## src/hdl/timer_counter_pkg.sv

```systemverilog
// Purpose: Shared constants for the 8-bit timer/counter with PWM.
// Assumes: Register word index times four gives the APB byte address.
// Notes: Field positions are bit numbers inside an 8-bit register.
package timer_counter_pkg;
  localparam int ADDR_W = 12;
  localparam int DATA_W = 32;
  localparam int PRESC_W = 7;
  // Register word indices; byte address is four times the index.
  localparam logic [9:0] IDX_MODE_CONTROL = 10'h0B4;
  localparam logic [9:0] IDX_COUNTER_VALUE = 10'h0B5;
  localparam logic [9:0] IDX_RELOAD_BUFFER = 10'h0B6;
  localparam logic [9:0] IDX_DUTY_COMPARE = 10'h0B7;
  localparam logic [9:0] IDX_STATUS_CONTROL = 10'h0B8;
  // Mode control fields.
  localparam int BIT_COUNT_ENABLE = 7;
  localparam int BIT_RATE_HI = 6;
  localparam int BIT_RATE_LO = 4;
  localparam int BIT_EXTERNAL_CLOCK = 3;
  localparam int BIT_HIGH_SPEED = 2;
  localparam int BIT_SINGLE_PULSE = 1;
  localparam int BIT_PULSE_OUTPUT = 0;
  // Status control fields.
  localparam int BIT_OVERFLOW_FLAG = 0;
  localparam int BIT_OVERFLOW_IEN = 1;
  // Values after reset, then fixed counter, prescaler and vector constants.
  localparam logic [7:0] RST_MODE_CONTROL = 8'h00;
  localparam logic [7:0] RST_COUNTER_VALUE = 8'h00;
  localparam logic [7:0] RST_RELOAD_BUFFER = 8'h00;
  localparam logic [7:0] RST_DUTY_COMPARE = 8'h00;
  localparam logic [7:0] COUNT_FULL_SCALE = 8'hFF;
  localparam logic [PRESC_W-1:0] PRESC_ALL_ONES = 7'h7F;
  localparam logic [15:0] OVERFLOW_VECTOR = 16'h000C;
  typedef enum logic [0:0] {APB_IDLE, APB_ACCESS} apb_phase_t;
endpackage

```

## src/hdl/tick_if.sv

```systemverilog
// Purpose: Carries a one-cycle count pulse between timer modules.
// Assumes: Single clock domain.
// Notes: The source drives the pulse; the destination only reads it.
`timescale 1ns/1ns
`default_nettype none
interface tick_if;
  logic tick;
  modport src(output tick);
  modport dst(input tick);
endinterface
`default_nettype wire

```

## src/hdl/rate_prescaler.sv

```systemverilog
// Purpose: Divides an internal clock enable by 128 down to 1.
// Assumes: tick_in is a one-cycle enable pulse.
// Notes: The divider state is frozen while hold_in is high.
`timescale 1ns/1ns
`default_nettype none
module rate_prescaler
  import timer_counter_pkg::*;
(
  input wire logic clk_in,
  input wire logic rst_n_in,
  input wire logic tick_in,
  input wire logic hold_in,
  input wire logic [2:0] rate_in,
  tick_if.src div_out
);
  logic [PRESC_W-1:0] div_q;
  logic pulse_q;
  logic [PRESC_W-1:0] ignore_mask;

  // Code 7 ignores every bit, code 0 needs all seven bits set.
  assign ignore_mask = PRESC_ALL_ONES << (3'h7 - rate_in);
  assign div_out.tick = pulse_q;

  // Free-running divide chain; holding keeps software's setup intact.
  always_ff @(posedge clk_in or negedge rst_n_in) begin
    if (!rst_n_in) begin
      div_q <= '0;
      pulse_q <= 1'b0;
    end else if (hold_in) begin
      pulse_q <= 1'b0;
    end else begin
      pulse_q <= tick_in && ((div_q | ignore_mask) == PRESC_ALL_ONES);
      if (tick_in) begin
        div_q <= div_q + 7'h01;
      end
    end
  end
endmodule
`default_nettype wire

```

## src/hdl/event_edge_detect.sv

```systemverilog
// Purpose: Turns falling edges of the event pin into count pulses.
// Assumes: The pin is asynchronous to the core clock.
// Notes: Pulses narrower than one clock period may be missed.
`timescale 1ns/1ns
`default_nettype none
module event_edge_detect (
  input wire logic clk_in,
  input wire logic rst_n_in,
  input wire logic pin_in,
  tick_if.src edge_out
);
  logic meta_q;
  logic sync_q;
  logic prev_q;
  logic fall_q;

  assign edge_out.tick = fall_q;

  // Two-stage synchroniser, then an edge stage that reads only sync_q.
  always_ff @(posedge clk_in or negedge rst_n_in) begin
    if (!rst_n_in) begin
      meta_q <= 1'b1;
      sync_q <= 1'b1;
      prev_q <= 1'b1;
      fall_q <= 1'b0;
    end else begin
      meta_q <= pin_in;
      sync_q <= meta_q;
      prev_q <= sync_q;
      fall_q <= prev_q && !sync_q;
    end
  end
endmodule
`default_nettype wire

```

## src/hdl/timer_counter_pwm_8bit.sv

```systemverilog
// Purpose: 8-bit up timer/event counter with auto-reload and PWM.
// Assumes: fcpu_tick_in and hosc_tick_in are one-cycle enable pulses.
// Notes: APB slave, no wait states; the pin is shared with GPIO.
// How it works
// - Counter runs only while the count enable bit is set.
// - Each selected clock tick adds one; a tick at FF is an overflow.
// - Overflow sets a sticky flag that only software clears.
// - Overflow reloads the counter from the reload buffer, unless a counter write lands in the same cycle.
// - Reload buffer writes matter only from the next overflow onward.
// - Flag with interrupt enable requests the vector at 000C.
// - Green mode changes nothing here and never wakes the system.
// - External select counts pin events; else internal source used.
// - High-speed select picks oscillator clock, else instruction clock.
// - Prescale code 000 divides by 128, halving to 111 for 1.
// - External events bypass the prescaler completely.
// - Pulse output enable routes PWM to the pin, else GPIO.
// - Single-pulse off gives plain timer or continuous PWM.
// - Single pulse: overflow sets flag and clears pulse output.
// - Event mode counts falling edges of the event pin.
// - PWM low at duty match; at overflow high again only if duty exceeds reload.
//
// Chosen here: register access over APB.
`timescale 1ns/1ns
`default_nettype none
module timer_counter_pwm_8bit
  import timer_counter_pkg::*;
(
  input wire logic core_clk_in,
  input wire logic rst_n_in,
  input wire logic psel_in,
  input wire logic penable_in,
  input wire logic pwrite_in,
  input wire logic [ADDR_W-1:0] paddr_in,
  input wire logic [DATA_W-1:0] pwdata_in,
  output logic [DATA_W-1:0] prdata_out,
  output logic pready_out,
  output logic pslverr_out,
  input wire logic fcpu_tick_in,
  input wire logic hosc_tick_in,
  input wire logic event_pin_in,
  input wire logic green_mode_in,
  input wire logic gpio_level_in,
  input wire logic gpio_oe_n_in,
  output logic pin_level_out,
  output logic pin_oe_n_out,
  output logic irq_request_out,
  output logic [15:0] irq_vector_out,
  output logic wake_request_out
);
  logic rst_meta_q;
  logic rst_sync_q;
  logic rst_n;
  logic [7:0] mode_q;
  logic [7:0] count_q;
  logic [7:0] reload_q;
  logic [7:0] duty_q;
  logic [7:0] duty_live_q;
  logic flag_q;
  logic ien_q;
  logic pwm_q;
  logic pready_q;
  logic [DATA_W-1:0] prdata_q;
  logic pslverr_q;
  apb_phase_t phase_q;
  logic [9:0] word_idx;
  logic mapped;
  logic wr_stb;
  logic wr_mode;
  logic wr_count;
  logic wr_reload;
  logic wr_duty;
  logic wr_status;
  logic count_en;
  logic ext_sel;
  logic pulse_en;
  logic count_tick;
  logic overflow;
  logic [7:0] count_next;
  logic [7:0] rd_mux;
  tick_if presc_tick ();
  tick_if event_tick ();

  // Reset is released through two flops so all logic leaves it together.
  always_ff @(posedge core_clk_in or negedge rst_n_in) begin
    if (!rst_n_in) begin
      rst_meta_q <= 1'b0;
      rst_sync_q <= 1'b0;
    end else begin
      rst_meta_q <= 1'b1;
      rst_sync_q <= rst_meta_q;
    end
  end
  assign rst_n = rst_sync_q;

  // Mode fields used by the counting logic.
  assign count_en = mode_q[BIT_COUNT_ENABLE];
  assign ext_sel = mode_q[BIT_EXTERNAL_CLOCK];
  assign pulse_en = mode_q[BIT_PULSE_OUTPUT];

  // Internal source picks instruction or oscillator clock.
  rate_prescaler u_presc (
    .clk_in(core_clk_in),
    .rst_n_in(rst_n),
    .tick_in(mode_q[BIT_HIGH_SPEED] ? hosc_tick_in : fcpu_tick_in),
    .hold_in(!count_en || ext_sel),
    .rate_in(mode_q[BIT_RATE_HI:BIT_RATE_LO]),
    .div_out(presc_tick.src)
  );

  event_edge_detect u_event (
    .clk_in(core_clk_in),
    .rst_n_in(rst_n),
    .pin_in(event_pin_in),
    .edge_out(event_tick.src)
  );

  // Events skip the prescaler, so the rate bits do nothing in this mode.
  assign count_tick = ext_sel ? event_tick.tick : presc_tick.tick;
  // Green mode is deliberately not looked at: counting goes on as usual.
  assign overflow = count_en && count_tick &&
    (count_q == COUNT_FULL_SCALE);
  assign count_next = count_q + 8'h01;

  // APB decode; the access completes on the edge where pready is seen.
  assign word_idx = paddr_in[ADDR_W-1:2];
  assign mapped = (word_idx == IDX_MODE_CONTROL) ||
    (word_idx == IDX_COUNTER_VALUE) || (word_idx == IDX_RELOAD_BUFFER) ||
    (word_idx == IDX_DUTY_COMPARE) || (word_idx == IDX_STATUS_CONTROL);
  assign wr_stb = psel_in && penable_in && pready_q && pwrite_in && mapped;
  assign wr_mode = wr_stb && (word_idx == IDX_MODE_CONTROL);
  assign wr_count = wr_stb && (word_idx == IDX_COUNTER_VALUE);
  assign wr_reload = wr_stb && (word_idx == IDX_RELOAD_BUFFER);
  assign wr_duty = wr_stb && (word_idx == IDX_DUTY_COMPARE);
  assign wr_status = wr_stb && (word_idx == IDX_STATUS_CONTROL);

  // Read mux; the reload buffer is write-only and reads as zero.
  always_comb begin
    rd_mux = 8'h00;
    case (word_idx)
      IDX_MODE_CONTROL: rd_mux = mode_q;
      IDX_COUNTER_VALUE: rd_mux = count_q;
      IDX_DUTY_COMPARE: rd_mux = duty_q;
      IDX_STATUS_CONTROL: rd_mux = {6'h00, ien_q, flag_q};
      default: rd_mux = 8'h00;
    endcase
  end

  // Answer is prepared in the setup cycle and shown for the access phase.
  always_ff @(posedge core_clk_in or negedge rst_n) begin
    if (!rst_n) begin
      phase_q <= APB_IDLE;
      pready_q <= 1'b0;
      prdata_q <= '0;
      pslverr_q <= 1'b0;
    end else begin
      case (phase_q)
        APB_IDLE: begin
          if (psel_in && !penable_in) begin
            phase_q <= APB_ACCESS;
            pready_q <= 1'b1;
            prdata_q <= {24'h000000, rd_mux};
            pslverr_q <= !mapped;
          end
        end
        APB_ACCESS: begin
          phase_q <= APB_IDLE;
          pready_q <= 1'b0;
          prdata_q <= '0;
          pslverr_q <= 1'b0;
        end
        default: begin
          phase_q <= APB_IDLE;
          pready_q <= 1'b0;
        end
      endcase
    end
  end

  // Mode register; a software write beats the hardware clear.
  always_ff @(posedge core_clk_in or negedge rst_n) begin
    if (!rst_n) begin
      mode_q <= RST_MODE_CONTROL;
    end else if (wr_mode) begin
      mode_q <= pwdata_in[7:0];
    end else if (overflow && mode_q[BIT_SINGLE_PULSE] && pulse_en) begin
      mode_q[BIT_PULSE_OUTPUT] <= 1'b0;
    end
  end

  // Counter: software write first, then reload on overflow, then count.
  always_ff @(posedge core_clk_in or negedge rst_n) begin
    if (!rst_n) begin
      count_q <= RST_COUNTER_VALUE;
    end else if (wr_count) begin
      count_q <= pwdata_in[7:0];
    end else if (overflow) begin
      count_q <= reload_q;
    end else if (count_en && count_tick) begin
      count_q <= count_next;
    end
  end

  // The buffer is only sampled at overflow, so the running period holds.
  always_ff @(posedge core_clk_in or negedge rst_n) begin
    if (!rst_n) begin
      reload_q <= RST_RELOAD_BUFFER;
    end else if (wr_reload) begin
      reload_q <= pwdata_in[7:0];
    end
  end

  // Duty is shadowed so a mid-cycle write cannot chop a pulse.
  always_ff @(posedge core_clk_in or negedge rst_n) begin
    if (!rst_n) begin
      duty_q <= RST_DUTY_COMPARE;
      duty_live_q <= RST_DUTY_COMPARE;
    end else begin
      if (wr_duty) begin
        duty_q <= pwdata_in[7:0];
      end
      if (overflow || !count_en) begin
        duty_live_q <= wr_duty ? pwdata_in[7:0] : duty_q;
      end
    end
  end

  // Overflow flag: the hardware set wins over a write-one clear.
  always_ff @(posedge core_clk_in or negedge rst_n) begin
    if (!rst_n) begin
      flag_q <= 1'b0;
      ien_q <= 1'b0;
    end else begin
      if (overflow) begin
        flag_q <= 1'b1;
      end else if (wr_status && pwdata_in[BIT_OVERFLOW_FLAG]) begin
        flag_q <= 1'b0;
      end
      if (wr_status) begin
        ien_q <= pwdata_in[BIT_OVERFLOW_IEN];
      end
    end
  end

  // PWM wave; a duty not above the reload value keeps the output low.
  always_ff @(posedge core_clk_in or negedge rst_n) begin
    if (!rst_n) begin
      pwm_q <= 1'b0;
    end else if (!count_en) begin
      pwm_q <= duty_live_q > count_q;
    end else if (overflow) begin
      pwm_q <= duty_live_q > reload_q;
    end else if (count_tick && (count_next == duty_live_q)) begin
      pwm_q <= 1'b0;
    end
  end

  // Pin sharing and interrupt outputs; all registered. With pulse output
  // on and single pulse off, the pin simply follows the continuous PWM wave.
  always_ff @(posedge core_clk_in or negedge rst_n) begin
    if (!rst_n) begin
      pin_level_out <= 1'b0;
      pin_oe_n_out <= 1'b1;
      irq_request_out <= 1'b0;
      irq_vector_out <= OVERFLOW_VECTOR;
      wake_request_out <= 1'b0;
    end else begin
      pin_level_out <= pulse_en ? pwm_q : gpio_level_in;
      pin_oe_n_out <= pulse_en ? 1'b0 : gpio_oe_n_in;
      irq_request_out <= flag_q && ien_q;
      irq_vector_out <= OVERFLOW_VECTOR;
      wake_request_out <= 1'b0;
    end
  end

  assign prdata_out = prdata_q;
  assign pready_out = pready_q;
  assign pslverr_out = pslverr_q;
endmodule
`default_nettype wire

```

## config.mk

```make
export PLATFORM = sky130hd
export DESIGN_NAME = timer_counter_pwm_8bit
export DESIGN_NICKNAME = d
export VERILOG_FILES = /design/src/hdl/timer_counter_pkg.sv /design/src/hdl/tick_if.sv /design/src/hdl/rate_prescaler.sv /design/src/hdl/event_edge_detect.sv /design/src/hdl/timer_counter_pwm_8bit.sv
export SDC_FILE = /design/constraint.sdc
export NUM_CORES = 1
export LEC_CHECK = 0
export BUFFER_PORTS_ARGS = -buffer_cell sky130_fd_sc_hd__buf_2
export CAP_MARGIN = 20
export CORE_MARGIN = 2
export CORE_UTILIZATION = 48
export DETAILED_ROUTE_END_ITERATION = 8
export GPL_ROUTABILITY_DRIVEN = 0
export PLACE_DENSITY = 0.74
export SETUP_SLACK_MARGIN = 0.2
export SYNTH_ARGS = -nofsm -noshare
export SYNTH_HDL_FRONTEND = slang
export SYNTH_SLANG_ARGS = --single-unit
```

## constraint.sdc

```tcl
create_clock -name core_clk_in -period 2.2 [get_ports core_clk_in]
set_input_delay 0 -clock core_clk_in [delete_from_list [all_inputs] [get_ports core_clk_in]]
set_output_delay 0 -clock core_clk_in [all_outputs]
set_load 0.1 [all_outputs]
```

==> results.yml <==
status:
  run_status: "finished, final reports clean"
yosys:
  async_flop_share_pct: 100
  synth_ff_type: "dfrtp_1"
  yosysTopAreaCell: "dfrtp_1"
  netlist_area_sq_mm: 0.00409
  synthTopCellsByCount: "dfrtp_1 (67), buf_4 (41), mux2_2 (40)"
  ys_seq_area_share_pct: 43.5
  syn_avg_cell_area_sq_um: 10.5
  synth.ff_latch_count: 71
  synth_area_leaders: "dfrtp_1 (41%), mux2_2 (11%), buf_4 (7.5%)"
  ys_warn_count: 0
  yosysMostFrequentCell: "dfrtp_1"
  synth_cell_types: 55
  syn_inst: 391
  synth_edf_count: 0
  yosys.area.top_type_share_pct: 41.0
timing:
  fin_skew_ns: 0.0115
  period_minus_slack_ns: 1.93
  tightest_slew_ns: 0.560
  setup_tns_ns: 0
  fmax_mhz: 517
  min_period_over_period_pct: 87.9
  whs_ns: 0.0459
  drv_slew: 0
  hold_violations: 0
  rsz0062_at_grt: "yes"
  setup_violations: 0
  slew-limit-headroom_pct: 62.6
cells_and_area:
  area_growth_pct: 16.7
  fin_area_sq_mm: 0.00478
  num_antenna_cells: 0
  fin_nets: 534
  drive_gt1_share_pct: 27.5
global_route:
  antenna_found_initial: 0
  grtUsageTotal_pct: 20.7
  grt_start_max_net_pins: 50
  overflow: 0
  grt_pass1_vias: 3026
  grt_pass1_wl_mm: 14.4
drt:
  routed_wl_mm: 8.67
  routedWlPerCell_um: 15.2
  first_pass_iters: 4
  drc: 0
  vias_per_cell: 5.32
  vias: 3038
  final_antenna_net_count: 0
  initialDrtViolationCount: 92
run:
  cap_viol_max_count: 0
clocking:
  clkLatencyLatePin_ns: 0.35
  cts.clk_slew.worst_paths_ns: 0.07
  cts_buffers: 9
  clock_sinks: 71
  cts_tree: "done"
  htree_levels: 3
  clockBufferDepth: 2
  clock-root-buffer: "clkbuf_8"
placement:
  placed_area_sq_mm: 0.00437
  io_buffers: 40
  hpwl_mm: 6.54
min_path:
  hold_path.class: "input port to register"
power_and_ir_drop:
  p_leak_nw: 2.35
  p_per_area_mw_per_mm2: 617
  vdd_drop_max_uv: 418
die:
  pin_count: 109
  die-area_sq_mm: 0.00928
  coreArea_sq_mm: 0.00826
  die_height_um: 96.3
  rows: 33
  start_util_pct: 49.5
  die_w_um: 96.3
critical_path:
  startpoint_type: "register"
  worstPathArrival_ns: 2.16
  setup.worst_path.end_class: "register"
  critPathKind: "register to register"
  critical_path_required_ns: 2.43
  crit_fanout: 6
[worst max-delay path: stages, from the launching register on]
cell and delay (ns):
dfrtp_1 0.43, ha_1 0.22, and4_2 0.29, nand2_2 0.15
buf_4 0.15, mux2_2 0.32, a21oi_1 0.15, o21ai_0 0.10
[timing repair]
item	CTS	global route
setup endpoints to repair	1	13
gates cloned	0	0
gates resized for setup	2	6
endpoints found under the hold margin	41	0
buffers inserted	0	3
hold buffers	14	0
[report_power, final]
| group | leakage (nW) | internal (mW) | switching, mW |
|---|---|---|---|
| Clock | 0.104 | 0.636 | 0.474 |
| Sequential | 0.932 | 1.33 | 0.0166 |
| Combinational | 1.32 | 0.0671 | 0.429 |
| Total | 2.35 | 2.03 | 0.920 |
[per-layer routing]
layer | vias up | track usage, % | part of all wire, %
met2 | 100 | 34.5 | 50
met1 | 1479 | 26.0 | 43
met5 | - | 0 | 0
met4 | 0 | 7.86 | 1.9
li1 | 1440 | - | -
met3 | 19 | 5.17 | 5.7
[state kept, by name, indices dropped and copies added, names as in the netlist, 7 cells and up]
name           flops
count_q            8
duty_q             8
reload_q           8
u_presc.div_q      7
prdata_out         8
mode_q             8
duty_live_q        8
[cell type report]
cell class	count	area, sq um
clock buffer	12	135
clock inverter	4	70.1
fill	693	3480
inverter	18	67.6
multi-input combinational	291	2090
sequential	71	1790
tap	105	131
timing repair buffer	70	498
[final timing paths]
check	startpoint	end	slack, ns	depth (start not counted)
hold / removal	psel_in	pready_out	0.05	4
hold reg to reg	rst_n	u_presc.div_q[5]	0.23	0
setup reg to reg	count_q[1]	count_q[1]	0.27	7
max in group asynchronous	rst_n	pin_oe_n_out	1.30	1
setup / recovery	count_q[1]	count_q[1]	0.27	7
min in group asynchronous	rst_n	u_presc.div_q[5]	0.23	0
[metrics by stage]
step	util [%]	power [mW]	instances	setup WS, ns
final	57.8	2.95	571	0.266
after global routing	57.8	3.06	571	0.157
after CTS	57.2	2.97	568	0.210
after detailed placement	53.0	1.84	538	0.159
after global placement	53.0	1.84	538	0.203
after floorplan	-	1.83	431	0.205
[cells in the final DEF (no fill, tap or decap), drive strengths merged, types with 3 or more instances in the layout]
master	count
a2111oi	3
a21o	5
a21oi	16
a22o	3
buf	56
clkbuf	12
conb	42
dfrtp	67
dfstp	4
dlygate4sd3	14
ha	18
inv	18
mux2	40
mux2i	10
nand2	28
nand3	7
nand4	9
nor2	19
nor2b	10
nor3	3
o21a	3
o21ai	22
xnor2	10
xor2	5
[cell families after synthesis]
| family | count (synthesis) | share of synthesized area, % |
|---|---|---|
| simple gates | 95 | 12.7 |
| mux | 50 | 13.5 |
| xor+xnor | 15 | 3.21 |
| fa+ha+maj | 18 | 5.50 |
| other cells | 2 | 0.184 |
| flops | 71 | 43.5 |
| compound gates | 71 | 11.2 |
| buf+inv | 69 | 10.2 |
(Power assumes the default switching activity.)
